**config.mk**
```make
export PLATFORM = sky130hd
export DESIGN_NAME = bot_option_regs
export DESIGN_NICKNAME = d
export VERILOG_FILES = /design/src/verilog/bot_limit_counter.v /design/src/verilog/bot_option_regs.v
export VERILOG_INCLUDE_DIRS = /design/src /design/src/inc
export SDC_FILE = /design/constraint.sdc
export NUM_CORES = 1
export LEC_CHECK = 0
export BUFFER_PORTS_ARGS = -buffer_cell sky130_fd_sc_hd__buf_4
export CAP_MARGIN = 20
export CELL_PAD_IN_SITES_DETAIL_PLACEMENT = 1
export CELL_PAD_IN_SITES_GLOBAL_PLACEMENT = 1
export CORE_MARGIN = 2
export CORE_UTILIZATION = 25
export DETAILED_ROUTE_END_ITERATION = 8
export MAX_ROUTING_LAYER = met4
export PLACE_DENSITY = 0.55
export RECOVER_POWER = 50
export SLEW_MARGIN = 0
export SYNTH_ARGS = -nofsm -noshare
export SYNTH_HDL_FRONTEND = slang
export SYNTH_HIERARCHICAL = 1
export SYNTH_SLANG_ARGS = --single-unit
```
**constraint.sdc**
```tcl
create_clock -name clk_i -period 10.65 [get_ports clk_i]
set_input_delay 1.065 -clock clk_i [delete_from_list [all_inputs] [get_ports clk_i]]
set_output_delay 1.065 -clock clk_i [all_outputs]
set_load 0.05 [all_outputs]
```
**src/inc/bot_regs.vh**
```
`ifndef BOT_REGS_VH
`define BOT_REGS_VH

// Register byte offsets
`define BOT_PORT_OPT_OFS 8'h74
`define BOT_RETRY_LIM_OFS 8'h78
`define BOT_MASTER_TMO_OFS 8'h80
`define BOT_SLOT_CAP_OFS 8'hB0
`define BOT_POWER_CAP_OFS 8'hDC
`define BOT_EVENT_STAT_OFS 8'hF0

// Port option field positions
`define BOT_OPT_SEC_WR_ALIAS 4
`define BOT_OPT_PRI_WI_DISC 7
`define BOT_OPT_SEC_WI_DISC 8
`define BOT_OPT_LOCK_LONG 9
`define BOT_OPT_SEC_HOLD 10
`define BOT_OPT_PRI_HOLD 11

// Reset values and writable masks
`define BOT_PORT_OPT_RST 16'h0C00
`define BOT_PORT_OPT_WMASK 16'h0F90
`define BOT_RETRY_LIM_RST 32'h01000000
`define BOT_PRI_TMO_RST 16'h8000
`define BOT_SEC_TMO_RST 16'h8000
`define BOT_SLOT_INFO_RST 8'h00
`define BOT_SLOT_INFO_WMASK 8'h3F
`define BOT_CHASSIS_RST 8'h00

// Capability list constants
`define BOT_SLOT_CAP_CODE 8'h04
`define BOT_SLOT_NEXT_END 8'h00
`define BOT_POWER_CAP_CODE 8'h01
`define BOT_POWER_NEXT_LINK 8'h0B
`define BOT_POWER_REV 3'h1

// Event status bit positions
`define BOT_EV_RETRY 0
`define BOT_EV_PRI_TMO 1
`define BOT_EV_SEC_TMO 2

// Bus command encodings
`define BOT_CMD_WRITE_INVALIDATE 4'hF
`define BOT_CMD_PLAIN_WRITE 4'h7

// Bus responses
`define BOT_RESP_OKAY 2'h0
`define BOT_RESP_SLVERR 2'h2

`endif

```
**src/verilog/bot_limit_counter.v**
```verilog
`default_nettype none

// Counts steps and pulses hit_o once the count reaches the limit, then restarts
module bot_limit_counter #(
	parameter W = 16
) (
	input wire clk_i,
	input wire rst_i,
	input wire ce_i,
	input wire clear_i,
	input wire step_i,
	input wire [W-1:0] limit_i,
	output reg hit_o
);
	reg [W-1:0] count;
	wire [W-1:0] next_count;

	assign next_count = count + {{(W-1){1'b0}}, 1'b1};

	// A limit of zero hits on every step, since the compare is a reach test
	always @(posedge clk_i) begin
		if (rst_i) begin
			count <= {W{1'b0}};
			hit_o <= 1'b0;
		end else if (ce_i) begin
			hit_o <= 1'b0;
			if (clear_i) begin
				count <= {W{1'b0}};
			end else if (step_i) begin
				if (next_count >= limit_i) begin
					hit_o <= 1'b1;
					count <= {W{1'b0}};
				end else begin
					count <= next_count;
				end
			end
		end
	end
endmodule // bot_limit_counter

`default_nettype wire

```
**src/verilog/bot_option_regs.v**
```verilog
// Overview of operation
// Bit 4 aliases secondary invalidate-write retries to writes
// Bit 7 clear: primary invalidate-write forwarded plain
// Bit 8 clear: secondary invalidate-write forwarded plain
// Control bit set: disconnect at cache line boundary
// Bit 9 enables long lock request, resets 0
// Bit 10 secondary request hold policy, resets 1
// Bit 11 primary request hold policy, resets 1
// Reserved bits read zero, reset zero
// Retry limit word, read/write, default 01000000h
// Primary master timeout bits 15:0, reset 8000h
// Secondary master timeout bits 31:16, reset 8000h
// Slot capability code at B0h reads 04h
// Slot next pointer 00h per mode pins
// Slot number, first flag, chassis: read/write, zero
// Power capability code at DCh reads 01h
// Power next pointer reads 0Bh
// Count attempts and clocks, flag timeouts
//
// Register access over AXI4-Lite is this design's own decision.
`include "bot_regs.vh"
`default_nettype none

module bot_option_regs #(
	parameter [7:0] SLOT_NEXT_ALT = 8'hDC
) (
	input wire clk_i,
	input wire rst_i,
	input wire ce_i,
	// AXI4-Lite register port
	input wire [7:0] s_axi_awaddr,
	input wire s_axi_awvalid,
	output reg s_axi_awready,
	input wire [31:0] s_axi_wdata,
	input wire [3:0] s_axi_wstrb,
	input wire s_axi_wvalid,
	output reg s_axi_wready,
	output reg [1:0] s_axi_bresp,
	output reg s_axi_bvalid,
	input wire s_axi_bready,
	input wire [7:0] s_axi_araddr,
	input wire s_axi_arvalid,
	output reg s_axi_arready,
	output reg [31:0] s_axi_rdata,
	output reg [1:0] s_axi_rresp,
	output reg s_axi_rvalid,
	input wire s_axi_rready,
	// Mode strap pins
	input wire mode_select_pin_zero_i,
	input wire mode_select_pin_one_i,
	// Primary side commands
	input wire [3:0] prim_cmd_i,
	input wire prim_cmd_valid_i,
	input wire prim_line_end_i,
	output reg [3:0] prim_fwd_cmd_o,
	output reg prim_fwd_valid_o,
	output reg prim_wi_disconnect_o,
	// Secondary side commands
	input wire [3:0] sec_cmd_i,
	input wire sec_cmd_valid_i,
	input wire sec_line_end_i,
	output reg [3:0] sec_fwd_cmd_o,
	output reg sec_fwd_valid_o,
	output reg sec_wi_disconnect_o,
	// Secondary retry matching
	input wire [3:0] sec_retry_cmd_i,
	input wire [3:0] sec_queued_cmd_i,
	input wire sec_retry_valid_i,
	output reg sec_retry_match_o,
	// Master policies
	output reg lock_long_req_o,
	output reg prim_hold_req_o,
	output reg sec_hold_req_o,
	// Timeout counting
	input wire attempt_i,
	input wire delivered_i,
	input wire prim_wait_i,
	input wire sec_wait_i,
	output wire retry_timeout_o,
	output wire prim_timeout_o,
	output wire sec_timeout_o
);
	// Register state
	reg [15:0] port_opt;
	reg [31:0] retry_lim;
	reg [15:0] pri_tmo;
	reg [15:0] sec_tmo;
	reg [7:0] slot_info;
	reg [7:0] chassis;
	reg [2:0] ev_stat;

	// Write channel holding state
	reg aw_held;
	reg w_held;
	reg [7:0] aw_addr;
	reg [31:0] w_data;
	reg [3:0] w_strb;

	// Strap synchronisers
	reg mode0_meta;
	reg mode0_sync;
	reg mode1_meta;
	reg mode1_sync;

	wire do_aw;
	wire do_w;
	wire commit;
	wire do_ar;
	wire [31:0] bmask;
	wire wr_opt;
	wire wr_retry;
	wire wr_tmo;
	wire wr_slot;
	wire wr_stat;
	wire [2:0] ev_set;
	reg [7:0] slot_next;
	reg [31:0] next_rdata;
	reg [1:0] next_rresp;
	reg addr_ok;

	assign do_aw = s_axi_awvalid & s_axi_awready;
	assign do_w = s_axi_wvalid & s_axi_wready;
	assign commit = aw_held & w_held & ~s_axi_bvalid;
	assign do_ar = s_axi_arvalid & s_axi_arready;
	assign bmask = {{8{w_strb[3]}}, {8{w_strb[2]}}, {8{w_strb[1]}}, {8{w_strb[0]}}};
	assign wr_opt = commit & (aw_addr == `BOT_PORT_OPT_OFS);
	assign wr_retry = commit & (aw_addr == `BOT_RETRY_LIM_OFS);
	assign wr_tmo = commit & (aw_addr == `BOT_MASTER_TMO_OFS);
	assign wr_slot = commit & (aw_addr == `BOT_SLOT_CAP_OFS);
	assign wr_stat = commit & (aw_addr == `BOT_EVENT_STAT_OFS);
	assign ev_set = {sec_timeout_o, prim_timeout_o, retry_timeout_o};

	// Pins are asynchronous to the bus clock, so only the second stage is used
	always @(posedge clk_i) begin
		if (rst_i) begin
			mode0_meta <= 1'b0;
			mode0_sync <= 1'b0;
			mode1_meta <= 1'b0;
			mode1_sync <= 1'b0;
		end else if (ce_i) begin
			mode0_meta <= mode_select_pin_zero_i;
			mode0_sync <= mode0_meta;
			mode1_meta <= mode_select_pin_one_i;
			mode1_sync <= mode1_meta;
		end
	end

	// Slot list end depends on strap pins
	always @* begin
		if (mode0_sync | mode1_sync) begin
			slot_next = `BOT_SLOT_NEXT_END;
		end else begin
			slot_next = SLOT_NEXT_ALT;
		end
	end

	// Read decode; unmapped offsets answer zero with an error response
	always @* begin
		next_rdata = 32'h00000000;
		addr_ok = 1'b1;
		case (s_axi_araddr)
			`BOT_PORT_OPT_OFS: begin
				next_rdata = {16'h0000, port_opt & `BOT_PORT_OPT_WMASK};
			end
			`BOT_RETRY_LIM_OFS: begin
				next_rdata = retry_lim;
			end
			`BOT_MASTER_TMO_OFS: begin
				next_rdata = {sec_tmo, pri_tmo};
			end
			`BOT_SLOT_CAP_OFS: begin
				next_rdata = {chassis, slot_info & `BOT_SLOT_INFO_WMASK, slot_next,
					`BOT_SLOT_CAP_CODE};
			end
			`BOT_POWER_CAP_OFS: begin
				next_rdata = {13'h0, `BOT_POWER_REV, `BOT_POWER_NEXT_LINK,
					`BOT_POWER_CAP_CODE};
			end
			`BOT_EVENT_STAT_OFS: begin
				next_rdata = {29'h0, ev_stat};
			end
			default: begin
				addr_ok = 1'b0;
			end
		endcase
		next_rresp = addr_ok ? `BOT_RESP_OKAY : `BOT_RESP_SLVERR;
	end

	// Address and data are taken independently; commit waits for both
	always @(posedge clk_i) begin
		if (rst_i) begin
			aw_held <= 1'b0;
			w_held <= 1'b0;
			aw_addr <= 8'h00;
			w_data <= 32'h00000000;
			w_strb <= 4'h0;
			s_axi_awready <= 1'b1;
			s_axi_wready <= 1'b1;
			s_axi_bvalid <= 1'b0;
			s_axi_bresp <= `BOT_RESP_OKAY;
		end else if (ce_i) begin
			if (commit) begin
				aw_held <= 1'b0;
				s_axi_awready <= 1'b1;
			end else if (do_aw) begin
				aw_held <= 1'b1;
				aw_addr <= s_axi_awaddr;
				s_axi_awready <= 1'b0;
			end
			if (commit) begin
				w_held <= 1'b0;
				s_axi_wready <= 1'b1;
			end else if (do_w) begin
				w_held <= 1'b1;
				w_data <= s_axi_wdata;
				w_strb <= s_axi_wstrb;
				s_axi_wready <= 1'b0;
			end
			if (commit) begin
				s_axi_bvalid <= 1'b1;
				if ((aw_addr == `BOT_PORT_OPT_OFS) || (aw_addr == `BOT_RETRY_LIM_OFS) ||
					(aw_addr == `BOT_MASTER_TMO_OFS) || (aw_addr == `BOT_SLOT_CAP_OFS) ||
					(aw_addr == `BOT_POWER_CAP_OFS) || (aw_addr == `BOT_EVENT_STAT_OFS)) begin
					s_axi_bresp <= `BOT_RESP_OKAY;
				end else begin
					s_axi_bresp <= `BOT_RESP_SLVERR;
				end
			end else if (s_axi_bready) begin
				s_axi_bvalid <= 1'b0;
			end
		end
	end

	// Read answer is registered on the edge that takes the address
	always @(posedge clk_i) begin
		if (rst_i) begin
			s_axi_arready <= 1'b1;
			s_axi_rvalid <= 1'b0;
			s_axi_rdata <= 32'h00000000;
			s_axi_rresp <= `BOT_RESP_OKAY;
		end else if (ce_i) begin
			if (do_ar) begin
				s_axi_rvalid <= 1'b1;
				s_axi_rdata <= next_rdata;
				s_axi_rresp <= next_rresp;
				s_axi_arready <= 1'b0;
			end else if (s_axi_rvalid & s_axi_rready) begin
				s_axi_rvalid <= 1'b0;
				s_axi_arready <= 1'b1;
			end
		end
	end

	// Writable fields; read-only and reserved bits are masked off on write
	always @(posedge clk_i) begin
		if (rst_i) begin
			port_opt <= `BOT_PORT_OPT_RST;
			retry_lim <= `BOT_RETRY_LIM_RST;
			pri_tmo <= `BOT_PRI_TMO_RST;
			sec_tmo <= `BOT_SEC_TMO_RST;
			slot_info <= `BOT_SLOT_INFO_RST;
			chassis <= `BOT_CHASSIS_RST;
		end else if (ce_i) begin
			if (wr_opt) begin
				port_opt <= ((port_opt & ~bmask[15:0]) | (w_data[15:0] & bmask[15:0]))
					& `BOT_PORT_OPT_WMASK;
			end
			if (wr_retry) begin
				retry_lim <= (retry_lim & ~bmask) | (w_data & bmask);
			end
			if (wr_tmo) begin
				pri_tmo <= (pri_tmo & ~bmask[15:0]) | (w_data[15:0] & bmask[15:0]);
				sec_tmo <= (sec_tmo & ~bmask[31:16]) | (w_data[31:16] & bmask[31:16]);
			end
			if (wr_slot & w_strb[2]) begin
				slot_info <= w_data[23:16] & `BOT_SLOT_INFO_WMASK;
			end
			if (wr_slot & w_strb[3]) begin
				chassis <= w_data[31:24];
			end
		end
	end

	// Sticky timeout flags, write one to clear; a new event beats the clear
	always @(posedge clk_i) begin
		if (rst_i) begin
			ev_stat <= 3'h0;
		end else if (ce_i) begin
			if (wr_stat & w_strb[0]) begin
				ev_stat <= (ev_stat & ~w_data[2:0]) | ev_set;
			end else begin
				ev_stat <= ev_stat | ev_set;
			end
		end
	end

	// Policy bits drive the bus masters through one register stage
	always @(posedge clk_i) begin
		if (rst_i) begin
			lock_long_req_o <= 1'b0;
			prim_hold_req_o <= 1'b1;
			sec_hold_req_o <= 1'b1;
		end else if (ce_i) begin
			lock_long_req_o <= port_opt[`BOT_OPT_LOCK_LONG];
			sec_hold_req_o <= port_opt[`BOT_OPT_SEC_HOLD];
			prim_hold_req_o <= port_opt[`BOT_OPT_PRI_HOLD];
		end
	end

	// Primary to secondary forwarding, one cycle of latency
	always @(posedge clk_i) begin
		if (rst_i) begin
			prim_fwd_cmd_o <= 4'h0;
			prim_fwd_valid_o <= 1'b0;
			prim_wi_disconnect_o <= 1'b0;
		end else if (ce_i) begin
			prim_fwd_valid_o <= prim_cmd_valid_i;
			prim_wi_disconnect_o <= 1'b0;
			prim_fwd_cmd_o <= prim_cmd_i;
			if (prim_cmd_valid_i && (prim_cmd_i == `BOT_CMD_WRITE_INVALIDATE)) begin
				if (port_opt[`BOT_OPT_PRI_WI_DISC]) begin
					prim_wi_disconnect_o <= prim_line_end_i;
				end else begin
					prim_fwd_cmd_o <= `BOT_CMD_PLAIN_WRITE;
				end
			end
		end
	end

	// Secondary to primary forwarding, mirror of the above
	always @(posedge clk_i) begin
		if (rst_i) begin
			sec_fwd_cmd_o <= 4'h0;
			sec_fwd_valid_o <= 1'b0;
			sec_wi_disconnect_o <= 1'b0;
		end else if (ce_i) begin
			sec_fwd_valid_o <= sec_cmd_valid_i;
			sec_wi_disconnect_o <= 1'b0;
			sec_fwd_cmd_o <= sec_cmd_i;
			if (sec_cmd_valid_i && (sec_cmd_i == `BOT_CMD_WRITE_INVALIDATE)) begin
				if (port_opt[`BOT_OPT_SEC_WI_DISC]) begin
					sec_wi_disconnect_o <= sec_line_end_i;
				end else begin
					sec_fwd_cmd_o <= `BOT_CMD_PLAIN_WRITE;
				end
			end
		end
	end

	// Retry match: with aliasing, an invalidate-write retry matches a queued write
	always @(posedge clk_i) begin
		if (rst_i) begin
			sec_retry_match_o <= 1'b0;
		end else if (ce_i) begin
			if (!sec_retry_valid_i) begin
				sec_retry_match_o <= 1'b0;
			end else if (sec_retry_cmd_i == sec_queued_cmd_i) begin
				sec_retry_match_o <= 1'b1;
			end else begin
				sec_retry_match_o <= port_opt[`BOT_OPT_SEC_WR_ALIAS] &&
					(sec_retry_cmd_i == `BOT_CMD_WRITE_INVALIDATE) &&
					(sec_queued_cmd_i == `BOT_CMD_PLAIN_WRITE);
			end
		end
	end

	// Attempts against the retry limit; a delivery restarts the count
	bot_limit_counter #(.W(32)) u_retry_cnt (
		.clk_i(clk_i),
		.rst_i(rst_i),
		.ce_i(ce_i),
		.clear_i(delivered_i),
		.step_i(attempt_i),
		.limit_i(retry_lim),
		.hit_o(retry_timeout_o)
	);

	// Clocks spent waiting, against each master timeout
	bot_limit_counter #(.W(16)) u_pri_tmo_cnt (
		.clk_i(clk_i),
		.rst_i(rst_i),
		.ce_i(ce_i),
		.clear_i(~prim_wait_i),
		.step_i(prim_wait_i),
		.limit_i(pri_tmo),
		.hit_o(prim_timeout_o)
	);

	bot_limit_counter #(.W(16)) u_sec_tmo_cnt (
		.clk_i(clk_i),
		.rst_i(rst_i),
		.ce_i(ce_i),
		.clear_i(~sec_wait_i),
		.step_i(sec_wait_i),
		.limit_i(sec_tmo),
		.hit_o(sec_timeout_o)
	);
endmodule // bot_option_regs

`default_nettype wire

```
==> impl_metrics.env <==
export IMPL_drive_gt1_share_pct=11.5
export IMPL_hold_path_end="s_axi_rdata[19]"
export IMPL_crit_fanout=33
export IMPL_synthMuxAreaShare_pct=7.71
export IMPL_setup_viol=0
export IMPL_antenna_cells=0
export IMPL_cts_max_level=2
export IMPL_ys_top_cells_by_area="dfxtp_1 (39%), mux2i_1 (7.7%), ha_1 (6.3%)"
export IMPL_period_share_pct=52.3
export IMPL_cts_sinks=259
export IMPL_setup_tns_ps=0
export IMPL_ys_flop_type="dfxtp_1"
export IMPL_drc=0
export IMPL_syn_area_mm2=0.0132
export IMPL_async_flop_share_pct=0
export IMPL_ir_drop_mv=0.0862
export IMPL_cts_tree="yes"
export IMPL_final_cell_mix="dfxtp_1 (259), nand2_1 (184), nand2b_1 (106)"
export IMPL_whs_path_depth=2
export IMPL_synth_cell_types=80
export IMPL_hold_violations=0
export IMPL_ant_nets=0
export IMPL_yosys_register_bits=259
export IMPL_drtPass1Iterations=5
export IMPL_synth_top_cell_area_share_pct=39.2
export IMPL_cts_path_max_buffers=3
export IMPL_grt_usage_pct=16.7
export IMPL_syn_avg_cell_area_um2=8.78
export IMPL_dieArea_mm2=0.0548
export IMPL_core_area_mm2=0.0524
export IMPL_wirelength_um=44100
export IMPL_vias=11100
export IMPL_cp_arrival_ps=5990
export IMPL_die_h_um=234
export IMPL_drv_slew=72
export IMPL_hold_buffers=0
export IMPL_r2r_start="u_retry_cnt/count[0]"
export IMPL_via_per_inst=4.77
export IMPL_min_period_ps=5570
export IMPL_synth_area_leader_cell="dfxtp_1"
export IMPL_startpoint_type="input port"
export IMPL_io_pins=147
export IMPL_synth_top_family_by_area="simple AND/OR/NAND/NOR gates"
export IMPL_ff2ff_setup_slack_ps=6500
export IMPL_postCtsResizedCells=0
export IMPL_place_ws_ps=6480
export IMPL_layout_commonest_cell="dfxtp_1"
export IMPL_post_route_worst_setup_slack_ps=5080
export IMPL_post_synth_xor_area_fraction_pct=3.31
export IMPL_rsz0062_at_grt="no"
export IMPL_overflow=0
export IMPL_grt_max_degree=96
export IMPL_syn_inst=1508
export IMPL_post_cts_buffers=0
export IMPL_leakage_uw=0.00615
export IMPL_setup_worst_path_class="in2reg"
export IMPL_power_density_mw_per_mm2=149
export IMPL_antenna_found_initial=0
export IMPL_die_w_um=234
export IMPL_fin_skew_ps=18.8
export IMPL_worstReg2RegEnd="u_retry_cnt/count[23]"
export IMPL_synth_compound_area_share_pct=15.5
export IMPL_yosysWarnings=6
export IMPL_routedWlPerCell_um=18.9
export IMPL_numCtsBuffers=35
export IMPL_clk_pin_slew_ps=50
export IMPL_first_global_vias=11600
export IMPL_cts_root_buf="clkbuf_16"
export IMPL_whs_ps=455
export IMPL_max_slew_margin_rel_pct=-44.0
export IMPL_hold_start="s_axi_rdata[19]"
export IMPL_num_rows=84
export IMPL_critPathRequiredTime_ps=11070
export IMPL_cp_end_kind="flop"
export IMPL_area_growth_pct=19.9
export IMPL_min_path_type="reg2reg"
export IMPL_clock_latency_ps=550
export IMPL_synth_edf_count=0
export IMPL_final_nets=1775
export IMPL_synth_fa_ha_area_share_pct=6.33
export IMPL_initial_core_util_pct=25.2
export IMPL_maxCapViolCount=3
export IMPL_worst_slew_pin_slew_ps=2160
export IMPL_r2r_cells=13
export IMPL_gp_congestion=0.822
export IMPL_io_buffers=144
export IMPL_grt_pass1_wl_um=68500
export IMPL_synth_simple_gate_area_share_pct=23.0
export IMPL_place_detailed_hpwl_um=33000
export IMPL_max_freq_mhz=180
export IMPL_status="finished, violations left"
export IMPL_drt_iter0_markers=576
export IMPL_ys_seq_area_share_pct=39.2
export IMPL_violations="capacitance limit, slew limit"
worst max path at each step:
stage                                    start                    end  slack, ps
after detailed placement  u_retry_cnt/count[0]   u_retry_cnt/count[7]       6480
after CTS                 u_retry_cnt/count[0]  u_retry_cnt/count[23]       6450
after global routing                      ce_i                   flop       4480
after floorplan           u_retry_cnt/count[0]   u_retry_cnt/count[7]       7270
final                                     ce_i                   flop       5080
after global placement    u_retry_cnt/count[0]  u_retry_cnt/count[23]       6570
logic make-up (layout without fill, tap and decap cells):
kind of cell               count (synthesis)  after routing
buffers and inverters                    154            291
muxes                                    102            102
other                                      1              2
AOI/OAI and AO/OA                        303            303
and+or+nand+nor                          572            572
adders and majority gates                 67             67
DFF                                      259            259
xor gates and xnor gates                  50             50
where the power goes:
| part | total (uW) | internal, uW | switching (uW) | leakage, uW |
|---|---|---|---|---|
| clock network | 1220 | 761 | 462 | 0.000582 |
| logic | 145 | 53.6 | 91.8 | 0.00347 |
| registers | 997 | 983 | 14.0 | 0.00209 |
| total | 2370 | 1800 | 568 | 0.00615 |
metal layers:
| layer | GRT usage, % | wire length, um | vias to the layer above |
|---|---|---|---|
| met5 | - | 0 | - |
| met4 | 4.51 | 824 | 0 |
| li1 | - | - | 5499 |
| met3 | 2.19 | 1390 | 54 |
| met2 | 27.2 | 20700 | 152 |
| met1 | 21.8 | 21200 | 5433 |
synthesized netlist by cell type, types with 11 or more instances:
| cell | number |
|---|---|
| dfxtp_1 | 259 |
| nand2_1 | 183 |
| nand2b_1 | 106 |
| mux2i_1 | 102 |
| nor2_1 | 99 |
| a21oi_1 | 92 |
| inv_1 | 71 |
| ha_1 | 67 |
| clkbuf_1 | 56 |
| o21ai_0 | 49 |
| a22o_1 | 48 |
| a22oi_1 | 47 |
| xnor2_1 | 38 |
| nand3_1 | 33 |
| nand4_1 | 24 |
| nor3_1 | 20 |
| nor2b_1 | 12 |
| xor2_1 | 12 |
| and2_1 | 11 |
| or2_2 | 11 |
per-stage QoR:
stage / utilization (%) / cell area, um^2 / total power (uW) / instances
4_1_cts: 30.7 / 16100 / 2420 / 2334
2_1_floorplan: - / 13200 / 1100 / 1509
6_report: 30.3 / 15900 / 2370 / 2334
3_5_place_dp: 28.5 / 14900 / 1170 / 2272
5_1_grt: 30.3 / 15900 / 2470 / 2334
3_3_place_gp: 28.5 / 14900 / 1170 / 2272
worst max-delay path, stage by stage:
cell and delay [ps]:
clkbuf_1 500, clkbuf_1 1590, nand4b_1 360, nor4_1 1610, nand2_1 610, mux2i_1 230
cell type report:
cell class              instances  area (um^2)
multi-input cells            1096         7410
well taps                     688          861
flip-flops and latches        259         5180
inverters                      72          270
clock buffers                  52         1020
clock inverters                10          165
repair buffers                157          957
fillers                      6124        36600
(Power assumes the default switching activity.)
